## config.mk

```make
export PLATFORM = sky130hd
export DESIGN_NAME = ccw_control_write_port
export DESIGN_NICKNAME = d
export VERILOG_FILES = /design/src/rtl/ccw_pkg.sv /design/src/rtl/ccw_control_write_port.sv
export SDC_FILE = /design/constraint.sdc
export NUM_CORES = 1
export LEC_CHECK = 0
export BUFFER_PORTS_ARGS = -buffer_cell sky130_fd_sc_hd__buf_4
export CORE_ASPECT_RATIO = 0.9
export CORE_MARGIN = 1
export CORE_UTILIZATION = 49
export DETAILED_ROUTE_END_ITERATION = 8
export PLACE_DENSITY = 0.74
export SLEW_MARGIN = 25
export SYNTH_ARGS = -nofsm -noshare
export SYNTH_HDL_FRONTEND = slang
export SYNTH_SLANG_ARGS = --single-unit
export TNS_END_PERCENT = 50
```

## constraint.sdc

```tcl
create_clock -name clk_i -period 4.3 [get_ports clk_i]
set_clock_uncertainty 0.1 [all_clocks]
set_input_delay 0 -clock clk_i [delete_from_list [all_inputs] [get_ports clk_i]]
set_output_delay 0 -clock clk_i [all_outputs]
set_load 0.02 [all_outputs]
```

## src/rtl/ccw_pkg.sv

```systemverilog
// Constants for the write-only two-wire control port of the audio codec.
// Assumes a single 40 MHz system clock that oversamples the serial link.
package ccw_pkg;

    // ****************************************************************
    // Slave addresses
    // ****************************************************************
    localparam logic [6:0] CCW_SLAVE_ADDR_LOW = 7'h1A;
    localparam logic [6:0] CCW_SLAVE_ADDR_HIGH = 7'h1B;

    // ****************************************************************
    // Control register addresses and storage indices
    // ****************************************************************
    localparam logic [6:0] CCW_OFS_LEFT_LINE_IN_VOLUME = 7'h00;
    localparam logic [6:0] CCW_OFS_RIGHT_LINE_IN_VOLUME = 7'h01;
    localparam logic [6:0] CCW_OFS_LEFT_HEADPHONE_LEVEL = 7'h02;
    localparam logic [6:0] CCW_OFS_RIGHT_HEADPHONE_LEVEL = 7'h03;
    localparam logic [6:0] CCW_OFS_ANALOG_PATH_SETUP = 7'h04;
    localparam logic [6:0] CCW_OFS_DIGITAL_PATH_SETUP = 7'h05;
    localparam logic [6:0] CCW_OFS_POWER_DOWN_SETUP = 7'h06;
    localparam logic [6:0] CCW_OFS_AUDIO_PORT_FORMAT = 7'h07;
    localparam logic [6:0] CCW_OFS_SAMPLE_RATE_SETUP = 7'h08;
    localparam logic [6:0] CCW_OFS_AUDIO_PORT_ACTIVATION = 7'h09;
    localparam logic [6:0] CCW_OFS_SOFT_RESET_TRIGGER = 7'h0F;
    localparam int CCW_NUM_REGS = 11;
    localparam int CCW_NUM_CTRL_REGS = 10;
    localparam logic [3:0] CCW_IDX_SOFT_RESET = 4'hA;
    localparam logic [3:0] CCW_IDX_NONE = 4'hF;

    // ****************************************************************
    // Reset values and framing
    // ****************************************************************
    localparam logic [8:0] CCW_CTRL_RESET = 9'h000;
    localparam logic [3:0] CCW_BITS_PER_BYTE = 4'h8;
    localparam logic [1:0] CCW_BYTE_ADDR = 2'h0;
    localparam logic [1:0] CCW_BYTE_HIGH = 2'h1;
    localparam logic [1:0] CCW_BYTE_LOW = 2'h2;

    typedef enum logic [1:0] {
        CCW_ST_IDLE = 2'b00,
        CCW_ST_RECV = 2'b01,
        CCW_ST_ACK = 2'b10,
        CCW_ST_IGNORE = 2'b11
    } ccw_state_e;

endpackage

```

## src/rtl/ccw_control_write_port.sv

```systemverilog
// Write-only two-wire control slave holding eleven 9-bit registers.
// Assumes the master drives the serial clock and that the data wire is
// resolved outside from the output enable; both pins are asynchronous.
//
// Notes on behaviour
// A falling data line while the clock is high starts a transfer.
// Seven address bits and then a direction bit follow the start.
// Only writes are answered; a read request is ignored entirely.
// The slave address is 0011010 with the select pin low, else 0011011.
// The select pin defaults low, giving address 0x1A.
// On an address match the data line is pulled low in the ninth clock.
// The master sends the control word as two bytes after the address.
// A rising data line while the clock is high ends the transfer.
// Word bits 15 to 9 pick the register and bits 8 to 0 are its value.
// Addresses 0 to 9 and 15 are decoded; others have no effect (the code still pulses wr_stb_o with their address and data).
// Each control byte is acknowledged; the write lands after byte two.
// Bytes arrive most significant bit first; data moves at clock low.
`timescale 1ns/1ps

module ccw_control_write_port (
    input wire logic clk_i,
    input wire logic rst_i,
    input wire logic scl_i,
    input wire logic serial_data_line_i,
    input wire logic addr_sel_i,
    output logic serial_data_line_o,
    output logic serial_data_line_oe_o,
    output logic [8:0] left_line_in_volume_o,
    output logic [8:0] right_line_in_volume_o,
    output logic [8:0] left_headphone_level_o,
    output logic [8:0] right_headphone_level_o,
    output logic [8:0] analog_path_setup_o,
    output logic [8:0] digital_path_setup_o,
    output logic [8:0] power_down_setup_o,
    output logic [8:0] audio_port_format_o,
    output logic [8:0] sample_rate_setup_o,
    output logic [8:0] audio_port_activation_o,
    output logic [8:0] soft_reset_trigger_o,
    output logic wr_stb_o,
    output logic [6:0] wr_addr_o,
    output logic [8:0] wr_data_o,
    output logic soft_reset_o
);
    import ccw_pkg::*;

    // ****************************************************************
    // Pin synchronisers and edge detection
    // ****************************************************************
    logic [2:0] scl_sync_reg, scl_sync_next;
    logic [2:0] sda_sync_reg, sda_sync_next;
    logic [1:0] sel_sync_reg, sel_sync_next;
    logic scl_rise, scl_fall, start_det, stop_det;

    always_comb begin
        scl_sync_next = {scl_sync_reg[1:0], scl_i};
        sda_sync_next = {sda_sync_reg[1:0], serial_data_line_i};
        sel_sync_next = {sel_sync_reg[0], addr_sel_i};
    end

    always_ff @(posedge clk_i or posedge rst_i) begin
        if (rst_i) begin
            scl_sync_reg <= 3'h7;
            sda_sync_reg <= 3'h7;
            sel_sync_reg <= 2'h0;
        end else begin
            scl_sync_reg <= scl_sync_next;
            sda_sync_reg <= sda_sync_next;
            sel_sync_reg <= sel_sync_next;
        end
    end

    assign scl_rise = scl_sync_reg[1] & ~scl_sync_reg[2];
    assign scl_fall = ~scl_sync_reg[1] & scl_sync_reg[2];
    // Both clock samples must be high so a clock edge is never read as one.
    assign start_det = scl_sync_reg[1] & scl_sync_reg[2] &
                       ~sda_sync_reg[1] & sda_sync_reg[2];
    assign stop_det = scl_sync_reg[1] & scl_sync_reg[2] &
                      sda_sync_reg[1] & ~sda_sync_reg[2];

    // ****************************************************************
    // Address decode
    // ****************************************************************
    function automatic logic [3:0] reg_index(input logic [6:0] a);
        logic [3:0] idx;
        idx = CCW_IDX_NONE;
        unique case (a)
            CCW_OFS_LEFT_LINE_IN_VOLUME: idx = 4'h0;
            CCW_OFS_RIGHT_LINE_IN_VOLUME: idx = 4'h1;
            CCW_OFS_LEFT_HEADPHONE_LEVEL: idx = 4'h2;
            CCW_OFS_RIGHT_HEADPHONE_LEVEL: idx = 4'h3;
            CCW_OFS_ANALOG_PATH_SETUP: idx = 4'h4;
            CCW_OFS_DIGITAL_PATH_SETUP: idx = 4'h5;
            CCW_OFS_POWER_DOWN_SETUP: idx = 4'h6;
            CCW_OFS_AUDIO_PORT_FORMAT: idx = 4'h7;
            CCW_OFS_SAMPLE_RATE_SETUP: idx = 4'h8;
            CCW_OFS_AUDIO_PORT_ACTIVATION: idx = 4'h9;
            CCW_OFS_SOFT_RESET_TRIGGER: idx = CCW_IDX_SOFT_RESET;
            default: idx = CCW_IDX_NONE;
        endcase
        return idx;
    endfunction

    // ****************************************************************
    // Link receiver
    // ****************************************************************
    ccw_state_e state_reg, state_next;
    logic [3:0] bit_cnt_reg, bit_cnt_next;
    logic [1:0] byte_idx_reg, byte_idx_next;
    logic [7:0] shift_reg, shift_next;
    logic [7:0] word_hi_reg, word_hi_next;
    logic oe_reg, oe_next;
    logic [6:0] own_addr;
    logic byte_done, commit;
    logic [6:0] commit_addr;
    logic [8:0] commit_data;

    assign own_addr = sel_sync_reg[1] ? CCW_SLAVE_ADDR_HIGH :
                                        CCW_SLAVE_ADDR_LOW;
    assign byte_done = (state_reg == CCW_ST_RECV) && scl_fall &&
                       (bit_cnt_reg == CCW_BITS_PER_BYTE);
    assign commit = byte_done && (byte_idx_reg == CCW_BYTE_LOW);
    assign commit_addr = word_hi_reg[7:1];
    assign commit_data = {word_hi_reg[0], shift_reg};

    always_comb begin
        state_next = state_reg;
        bit_cnt_next = bit_cnt_reg;
        byte_idx_next = byte_idx_reg;
        shift_next = shift_reg;
        word_hi_next = word_hi_reg;
        oe_next = oe_reg;
        if (stop_det) begin
            state_next = CCW_ST_IDLE;
            oe_next = 1'b0;
        end else if (start_det) begin
            state_next = CCW_ST_RECV;
            bit_cnt_next = 4'h0;
            byte_idx_next = CCW_BYTE_ADDR;
            oe_next = 1'b0;
        end else begin
            unique case (state_reg)
                CCW_ST_IDLE: begin
                    oe_next = 1'b0;
                end
                CCW_ST_RECV: begin
                    if (scl_rise && bit_cnt_reg != CCW_BITS_PER_BYTE) begin
                        shift_next = {shift_reg[6:0], sda_sync_reg[1]};
                        bit_cnt_next = bit_cnt_reg + 4'h1;
                    end
                    if (byte_done) begin
                        state_next = CCW_ST_ACK;
                        oe_next = 1'b1;
                        unique case (byte_idx_reg)
                            CCW_BYTE_ADDR: begin
                                // Address in bits 7..1, direction in bit 0.
                                if (shift_reg[7:1] != own_addr ||
                                    shift_reg[0]) begin
                                    state_next = CCW_ST_IGNORE;
                                    oe_next = 1'b0;
                                end
                            end
                            CCW_BYTE_HIGH: begin
                                word_hi_next = shift_reg;
                            end
                            CCW_BYTE_LOW: begin
                            end
                            default: begin
                                // Extra bytes past the word are refused.
                                state_next = CCW_ST_IGNORE;
                                oe_next = 1'b0;
                            end
                        endcase
                    end
                end
                CCW_ST_ACK: begin
                    if (scl_fall) begin
                        oe_next = 1'b0;
                        state_next = CCW_ST_RECV;
                        bit_cnt_next = 4'h0;
                        byte_idx_next = byte_idx_reg + 2'h1;
                    end
                end
                CCW_ST_IGNORE: begin
                    oe_next = 1'b0;
                end
            endcase
        end
    end

    always_ff @(posedge clk_i or posedge rst_i) begin
        if (rst_i) begin
            state_reg <= CCW_ST_IDLE;
            bit_cnt_reg <= 4'h0;
            byte_idx_reg <= 2'h0;
            shift_reg <= 8'h00;
            word_hi_reg <= 8'h00;
            oe_reg <= 1'b0;
        end else begin
            state_reg <= state_next;
            bit_cnt_reg <= bit_cnt_next;
            byte_idx_reg <= byte_idx_next;
            shift_reg <= shift_next;
            word_hi_reg <= word_hi_next;
            oe_reg <= oe_next;
        end
    end

    // The wire only ever goes low; the pull-up makes the high level.
    assign serial_data_line_o = 1'b0;
    assign serial_data_line_oe_o = oe_reg;

    // ****************************************************************
    // Register file
    // ****************************************************************
    logic [8:0] regs_reg [0:CCW_NUM_REGS-1];
    logic [8:0] regs_next [0:CCW_NUM_REGS-1];
    logic [3:0] commit_idx;
    logic wr_stb_reg, wr_stb_next;
    logic [6:0] wr_addr_reg, wr_addr_next;
    logic [8:0] wr_data_reg, wr_data_next;
    logic soft_reset_reg, soft_reset_next;

    assign commit_idx = reg_index(commit_addr);

    always_comb begin
        regs_next = regs_reg;
        wr_stb_next = commit;
        wr_addr_next = wr_addr_reg;
        wr_data_next = wr_data_reg;
        soft_reset_next = 1'b0;
        if (commit) begin
            wr_addr_next = commit_addr;
            wr_data_next = commit_data;
            if (commit_idx == CCW_IDX_SOFT_RESET) begin
                for (int i = 0; i < CCW_NUM_CTRL_REGS; i++) begin
                    regs_next[i] = CCW_CTRL_RESET;
                end
                regs_next[CCW_IDX_SOFT_RESET] = commit_data;
                soft_reset_next = 1'b1;
            end else if (commit_idx != CCW_IDX_NONE) begin
                regs_next[commit_idx] = commit_data;
            end
        end
    end

    always_ff @(posedge clk_i or posedge rst_i) begin
        if (rst_i) begin
            for (int i = 0; i < CCW_NUM_REGS; i++) begin
                regs_reg[i] <= CCW_CTRL_RESET;
            end
            wr_stb_reg <= 1'b0;
            wr_addr_reg <= 7'h00;
            wr_data_reg <= 9'h000;
            soft_reset_reg <= 1'b0;
        end else begin
            regs_reg <= regs_next;
            wr_stb_reg <= wr_stb_next;
            wr_addr_reg <= wr_addr_next;
            wr_data_reg <= wr_data_next;
            soft_reset_reg <= soft_reset_next;
        end
    end

    assign left_line_in_volume_o = regs_reg[0];
    assign right_line_in_volume_o = regs_reg[1];
    assign left_headphone_level_o = regs_reg[2];
    assign right_headphone_level_o = regs_reg[3];
    assign analog_path_setup_o = regs_reg[4];
    assign digital_path_setup_o = regs_reg[5];
    assign power_down_setup_o = regs_reg[6];
    assign audio_port_format_o = regs_reg[7];
    assign sample_rate_setup_o = regs_reg[8];
    assign audio_port_activation_o = regs_reg[9];
    assign soft_reset_trigger_o = regs_reg[CCW_IDX_SOFT_RESET];
    assign wr_stb_o = wr_stb_reg;
    assign wr_addr_o = wr_addr_reg;
    assign wr_data_o = wr_data_reg;
    assign soft_reset_o = soft_reset_reg;

    logic [3:0] wr_idx;
    assign wr_idx = reg_index(wr_addr_reg);
endmodule

```

# Word-level counts from Yosys, hierarchy flattened
# Memories as Yosys holds them, arrays and structs flattened.
# Index checks and enable logic that the tools add are counted.
dict set report word_totals {
  register_bits 150
  rom_bits 64
  in_bits 5
  memories 1
}
dict set report classes {
  add_sub_neg 2
  order_cmp 2
  eq_ne 14
  n_mux 30
  bitwise_logic 14
  n_reduce_logical 23
}
# name depth width read_ports rd_clocked_by_memory_dff write_ports line_no
set memory_table {}
lappend memory_table {{(name not given)} 16 4 1 0 0 ccw_control_write_port.sv:86} ;# unique case (a)
# operator count
set op_table {}
lappend op_table {{2-to-1 mux 99 bit} 2}
lappend op_table {{bitwise mux 99 bit} 1}
lappend op_table {{demux 9 bit (select 4 bit)} 1}
lappend op_table {{2-to-1 mux 4 bit} 4}
lappend op_table {{!= test 4 bit, second input constant} 4}
lappend op_table {{2-to-1 mux 2 bit} 7}
lappend op_table {{2-to-1 mux 1 bit} 9}
lappend op_table {{2-to-1 mux 9 bit} 1}
lappend op_table {{equality test 4 bit, second input constant} 2}
lappend op_table {{one-hot mux 4 bit (2 select lines)} 1}
lappend op_table {{AND reduction 4 bit} 2}
lappend op_table {{AND 1 bit} 7}
lappend op_table {{!= test 7 x 5 -> 1 bit} 1}
lappend op_table {{equality test 2 bit, second input constant} 3}
lappend op_table {{NOT 1 bit} 6}
lappend op_table {{AND reduction 3 bit} 2}
lappend op_table {{nonzero test 2 bit} 3}
lappend op_table {{>= comparator 5 bit, second input constant} 1}
lappend op_table {{logical AND 1 bit} 5}
lappend op_table {{less-than comparator 5 x 1 -> 1 bit, second input constant} 1}
lappend op_table {{NOT 4 -> 5 bit} 1}
lappend op_table {{AND reduction 5 bit} 1}
lappend op_table {{adder 4 x 1 -> 4 bit, second input constant} 1}
lappend op_table {{equality test 2 x 1 -> 1 bit, second input constant} 2}
lappend op_table {{13 further kinds} 17}

# Logic depth before layout (Yosys ltp)
# Gate-level depths: netlist (run 1).
dict set report depth {
  depth_word 10
  depth_mapped 8
}

# Worst setup path after synthesis (run 1)
# No wires, ideal clock.
dict set report synth_timing {
  path_type {register -> register}
  from {reg bit_cnt_reg[0]}
  to {reg regs_reg (netlist bit analog_path_setup_o[0])}
  t_arrival_ps 2176
  setup_slack_ps 1956
  path_stages_with_launch 8
  n_path_buf 0
  period_less_slack_ps 2344
  path_cell_list {dfrtp_1 inv_1 ha_1 and3b_1 nand2_1 or4_1 nor4_2 a22o_1}
}
dict set report synth_via {
  elab_chain_len 4
}
# item line_no
set synth_rtl {}
lappend synth_rtl {{start, declared} ccw_control_write_port.sv:107} ;# logic [3:0] bit_cnt_reg, bit_cnt_next;
lappend synth_rtl {{start signal, assigned} ccw_control_write_port.sv:200} ;# bit_cnt_reg <= bit_cnt_next;
lappend synth_rtl {{equality test 4 bit} ccw_control_write_port.sv:120} ;# (bit_cnt_reg == CCW_BITS_PER_BYTE);
lappend synth_rtl {{logical AND 1 bit} ccw_control_write_port.sv:119} ;# assign byte_done = (state_reg == CCW_ST_RECV) && scl_fall &&
lappend synth_rtl {{logical AND 1 bit} ccw_control_write_port.sv:121} ;# assign commit = byte_done && (byte_idx_reg == CCW_BYTE_LOW);
lappend synth_rtl {{AND reduction 2 bit (no source line)} -}
lappend synth_rtl {{end signal, assigned} ccw_control_write_port.sv:256} ;# regs_reg <= regs_next;
lappend synth_rtl {{end, declared} ccw_control_write_port.sv:215} ;# logic [8:0] regs_reg [0:CCW_NUM_REGS-1];
# No other way between the ends.
# A chain may end at the register's enable or synchronous reset.

# Final worst setup path (run 1)
dict set report layout_timing {
  from {reg state_reg[1]}
  to {reg regs_reg (netlist bit left_headphone_level_o[8])}
}
dict set report layout_via {
  elab_chain_len 5
}
# item line_no
set layout_rtl {}
lappend layout_rtl {{start, declared} ccw_control_write_port.sv:106} ;# ccw_state_e state_reg, state_next;
lappend layout_rtl {{start signal, assigned} ccw_control_write_port.sv:199} ;# state_reg <= state_next;
lappend layout_rtl {{equality test 2 x 1 -> 1 bit} ccw_control_write_port.sv:119}
lappend layout_rtl {{logical AND 1 bit (2 in a row)} ccw_control_write_port.sv:119}
lappend layout_rtl {{logical AND 1 bit} ccw_control_write_port.sv:121}
lappend layout_rtl {{AND reduction 2 bit (no source line)} -}
# No other way between the ends.

==> impl_metrics.yaml, run 1 <==
route:
  vias: 4337
  dr.pass1.iters: 4
  drtIter0Drc: 318
  wl_per_cell_um: 18.80
  routed_wl_um: 14550
  ant_nets: 0
  via_per_inst: 5.603
  drc: 0
setup_path:
  path_class: "reg -> reg"
  slowest_delay_ns: 0.56
  path_cells: "inv_1, ha_1, nand2_1, nor4_4, nand3_1, nor4_1, a21o_1"
  cp-end-kind: "flop"
  slowest_stage: "nand3_1"
  cp-start-kind: "flop"
  crit_fanout: 18
  crit_family: "simple AND/OR/NAND/NOR gates"
  arrival_ns: 3.05
  crit_buf_inv: 1
  required_ns: 4.56
final_layout:
  drive_gt1_frac: 0.3485
  nNetsFinal: 615
  layout_commonest_cell: "dfrtp_1"
  antenna_cells: 0
  most-common-layout-cells: "144 x dfrtp_1, 124 x buf_4, 63 x a22o_1, 57 x nand2_1, 41 x mux2_2"
  final_cell_area_sq_um: 7799
  areaGrowthSynthToFinish_pct: 28.83
sta:
  hold_viol: 0
  setup_viol: 0
  finalCriticalPeriod_ns: 2.790
  worst_pin_slew_ns: 0.8072
  tns_ns: 0
  drv_slew: 0
  fin_crit_sh: 0.6487
  rsz0062_at_grt: "false"
  whs_ns: 0.1381
  max_freq_ghz: 0.3585
  timing.slew.headroom: 0.4619
synth:
  synth_area_sq_um: 6053
  ys_ff_latch: 150
  yosysTopAreaCell: "dfrtp_1"
  seq_area_frac_synth: 0.6213
  yosysUniqueCellTypes: 47
  yosysTopAreaCellShare: 0.5953
  syn-num-nets: 493
  yosysWarnings: 0
  avgSynthCellArea_sq_um: 12.61
  synth_flop_cell: "dfrtp_1"
  ys_top_cells_by_area: "dfrtp_1 60%, a22o_1 9.1%, mux2_2 7.6%, nand2_1 3.5%, o21ai_0 2.8%"
  synth_edf_count: 0
  synth_cells: 480
  async_reset_ff_frac: 1.000
clocking:
  cts_root_buffer: "clkbuf_16"
  cts_tree: "done"
  cts_max_path_buffers: 2
  cts_sinks: 150
  ctsHtreeMaxLevel: 4
  clk_pin_slew_ns: 0.06
  numCtsBuffers: 17
  insertion_delay_ns: 0.42
pwr:
  switching_power_mw: 0.9429
  clkPwrFrac: 0.448
  seqPwrFrac: 0.464
  powerDensity_nw_per_um2: 462.6
  swShare: 0.2614
  finalPower_mw: 3.607
  p_leak_nw: 3.886
  vdd_drop_max_mv: 0.2672
  intPower_mw: 2.664
  power_frac_comb: 0.087
die:
  start_util: 0.5032
  die_h_um: 107.4
  io_pins: 124
  core_area_sq_um: 12030
  row_count: 38
  die_w_um: 119.2
  die_area_sq_um: 12800
placement:
  place_hpwl_um: 9176
  gp_congestion: 0.8380
  port_buffers: 122
  postPlaceCellArea_sq_um: 7083
outcome:
  status: "finished clean"
flow_run:
  drv.max_cap_violation_count: 0
global_routing:
  overflow: 0
  grt_start_max_net_pins: 116
  grt_pass1_vias: 4288
  antenna_found_initial: 0
  grt_pass1_wl_um: 23160
  track_usage: 0.2418
worst_hold_path:
  hp-class: "in -> async"
[tightest hold or removal path, cell delays in order]
cell and delay (ns):
dlygate4sd3_1 0.53, buf_4 0.15, inv_8 0.46
[repair_timing]
item,in CTS,in global routing
endpoints found under the setup margin,0,0
gates resized for setup,0,0
hold buffers,4,0
setup buffers,0,0
hold endpoints to repair,111,0
[routing by layer]
| metal | GRT usage | vias up | routed length, um |
|---|---|---|---|
| met3 | 0.05456 | 16 | 765 |
| met2 | 0.3978 | 145 | 7320 |
| li1 | - | 1981 | - |
| met4 | 0.09132 | 0 | 183 |
| met5 | 0 | - | 0 |
| met1 | 0.3135 | 2195 | 6281 |
[path summary, 6_finish.rpt]
| path | start | to | slack [ns] | cells past startpoint |
|---|---|---|---|---|
| setup / recovery | state_reg[1] | left_headphone_level_o[8] | 1.51 | 7 |
| hold / removal | rst_i | audio_port_activation_o[6] | 0.14 | 3 |
| setup reg to reg | state_reg[1] | left_headphone_level_o[8] | 1.51 | 7 |
| hold reg to reg | sel_sync_reg[0] | sel_sync_reg[1] | 0.25 | 0 |
| max in group asynchronous | rst_i | audio_port_activation_o[8] | 2.91 | 4 |
| min in group clk_i | addr_sel_i | sel_sync_reg[0] | 0.14 | 2 |
[final cells by class]
cell class	count	area [sq um]
Sequential cell	150	3761
Fill cell	931	4230
Inverter	12	52.55
Multi-Input combinational cell	292	2155
Clock inverter	12	198.9
Clock buffer	19	452.9
Tap cell	160	200.2
Timing Repair Buffer	129	978.4
[cell families (layout without fill, tap and decap cells)]
| logic type | after synthesis | after routing | synth area share |
|---|---|---|---|
| AOI/OAI and AO/OA | 115 | 115 | 0.1410 |
| DFF | 150 | 150 | 0.6213 |
| adders and majority gates | 8 | 8 | 0.01654 |
| other | 1 | 1 | 0.0006195 |
| and+or+nand+nor | 119 | 119 | 0.1071 |
| muxes | 44 | 44 | 0.08123 |
| xor gates and xnor gates | 5 | 5 | 0.007234 |
| buffers and inverters | 38 | 172 | 0.02501 |
[metrics by stage]
stage	util	cells	setup WS [ns]
after floorplan	-	480	0.1735
after CTS	0.6463	773	1.565
after detailed placement	0.5888	738	1.572
final	0.6483	774	1.510
after global placement	0.5888	738	1.720
after global routing	0.6483	774	1.160
[power by group through the flow]
stage	Combinational (mW)	Sequential [mW]	Clock, mW
6_report	0.314	1.68	1.62
5_1_grt	0.356	1.68	1.70
4_1_cts	0.313	1.67	1.64
3_5_place_dp	0.304	1.70	0
3_3_place_gp	0.293	1.69	0
2_1_floorplan	0.302	1.55	0
[cell usage after synthesis (6+ instances only)]
cell type    n
mux2_2      41
inv_1       12
dfstp_2      6
ha_1         8
nor2_1       8
o21ai_0     34
nand2b_1    13
clkbuf_1    21
dfrtp_1    144
a22o_1      63
nand2_1     57
No activity file was read; power rests on OpenSTA's default activity.
==> run 2: changes to the inputs <==
--- a/config.mk
+++ b/config.mk
@@ -8,9 +8,9 @@
 export BUFFER_PORTS_ARGS = -buffer_cell sky130_fd_sc_hd__buf_4
 export CORE_ASPECT_RATIO = 0.9
 export CORE_MARGIN = 1
-export CORE_UTILIZATION = 49
+export CORE_UTILIZATION = 54
 export DETAILED_ROUTE_END_ITERATION = 8
-export PLACE_DENSITY = 0.74
+export PLACE_DENSITY = 0.78
 export SLEW_MARGIN = 25
 export SYNTH_ARGS = -nofsm -noshare
 export SYNTH_HDL_FRONTEND = slang
==> constraint.sdc (replaced) <==
create_clock -name clk_i -period 2.9 [get_ports clk_i]
set_clock_uncertainty 0.1 [all_clocks]
set_input_delay 0 -clock clk_i [delete_from_list [all_inputs] [get_ports clk_i]]
set_output_delay 0 -clock clk_i [all_outputs]
set_load 0.02 [all_outputs]
==> impl_metrics.yaml, run 2 (synthesized netlist as in run 1, its figures left out) <==
sta:
  setup_viol: 0
  rsz0062_at_grt: "true"
  fin_ws_ns: 0.2471
  tns_ns: 0
  finalCriticalPeriod_ns: 2.653
  worst_pin_slew_ns: 0.8333
  fin_crit_sh: 0.9148
  max_freq_ghz: 0.3769
  hold_viol: 0
  drv_slew: 0
  timing.slew.headroom: 0.4445
worst_hold_path:
  hp-start: "serial_data_line_i"
  min_delay_path_depth: 2
  hp-class: "in -> reg"
setup_path:
  slowest_delay_ns: 0.58
  crit_family: "simple AND/OR/NAND/NOR gates"
  cp-start-kind: "flop"
  crit_start: "state_reg[1]"
  r2r_start: "state_reg[1]"
  cp.depth: 7
  slowest_stage: "nor3_2"
  crit_buf_inv: 1
  cp-end-kind: "flop"
  arrival_ns: 2.90
  cp_common_cell: "nand2_1"
  path_class: "reg -> reg"
  path_cells: "inv_1, ha_1, nand2_1, nor4_4, nand2_1, nor3_2, a22o_1"
  worstRegToRegCells: 7
  crit_fanout: 10
  required_ns: 3.15
clocking:
  cts_post_setup_buffers_inserted: 0
  cts_root_buffer: "clkbuf_16"
  numCtsBuffers: 17
  insertion_delay_ns: 0.41
  cts_sinks: 150
  cts_tree: "done"
  cts_resized: 0
  clk_pin_slew_ns: 0.06
  ctsHtreeMaxLevel: 4
  cts_max_path_buffers: 2
global_routing:
  grt_pass1_wl_um: 22710
  grt_pass1_vias: 4268
  track_usage: 0.2619
  overflow: 0
  grt_start_max_net_pins: 151
  antenna_found_initial: 0
placement:
  place_hpwl_um: 9285
  gp_congestion: 0.8761
  postPlaceCellArea_sq_um: 7174
  place_inst: 742
  port_buffers: 122
  dp_slack_ns: 0.2569
die:
  die_h_um: 102.4
  die_area_sq_um: 11640
  core_area_sq_um: 10860
  row_count: 36
  die_w_um: 113.6
  io_pins: 124
  start_util: 0.5576
final_layout:
  drive_gt1_frac: 0.3604
  antenna_cells: 0
  final_cells: 779
  nNetsFinal: 627
  areaGrowthSynthToFinish_pct: 28.28
  layout_commonest_cell: "dfrtp_1"
  fin_util: 0.7153
  fill_cells: 746
  final_cell_area_sq_um: 7765
  most-common-layout-cells: "144 x dfrtp_1, 135 x buf_4, 63 x a22o_1, 57 x nand2_1, 41 x mux2_2"
pwr:
  vdd_drop_max_mv: 0.5463
  powerDensity_nw_per_um2: 644.7
  p_leak_nw: 3.894
route:
  wl_per_cell_um: 18.50
  ant_nets: 0
  routed_wl_um: 14410
  via_per_inst: 5.660
  dr.pass1.iters: 4
  vias: 4409
  drc: 0
  drtIter0Drc: 315
flow_run:
  drv.max_cap_violation_count: 0
outcome:
  status: "finished clean"
[run 2: area by class of cell]
class / instances / area [sq um] / area share
tap: 152 / 190.2 / 0.02449
timing repair buffer: 141 / 1081 / 0.1392
clock inverter: 15 / 117.6 / 0.01515
sequential: 150 / 3761 / 0.4844
inverter: 12 / 48.80 / 0.006284
multi-input combinational: 292 / 2141 / 0.2757
clock buffer: 17 / 425.4 / 0.05479
[run 2: routing by layer]
metal / vias to the layer above / routed length (um) / track usage
met5: - / 0 / 0
met4: 0 / 213 / 0.09818
met3: 15 / 625 / 0.05575
met2: 130 / 7271 / 0.4231
met1: 2262 / 6302 / 0.3532
li1: 2002 / - / -
[run 2: per-stage QoR]
step / power [mW] / hold WS [ns]
floorplan: 2.753 / -0.09552
global placement: 2.988 / 0.008851
detailed placement: 3.017 / 0.009473
CTS: 5.025 / 0.1190
global route: 5.219 / 0.1272
finish: 5.006 / 0.1346
[run 2: power breakdown]
part / switching (mW) / leakage [nW] / internal [mW]
Sequential: 0.155 / 2.05 / 2.18
Clock: 0.905 / 0.271 / 1.11
Combinational: 0.414 / 1.57 / 0.233
[run 2: final timing paths]
path                                           end  slack, ns
max                        digital_path_setup_o[7]       0.25
min                                sda_sync_reg[0]       0.13
max reg2reg                digital_path_setup_o[7]       0.25
min reg2reg                        sel_sync_reg[1]       0.25
max in group asynchronous  digital_path_setup_o[6]       1.82
min in group asynchronous             shift_reg[7]       0.22
[run 2: what timing repair did]
item	CTS	global route
setup endpoints to repair	0	15
hold endpoints to repair	147	0
hold buffers	4	0
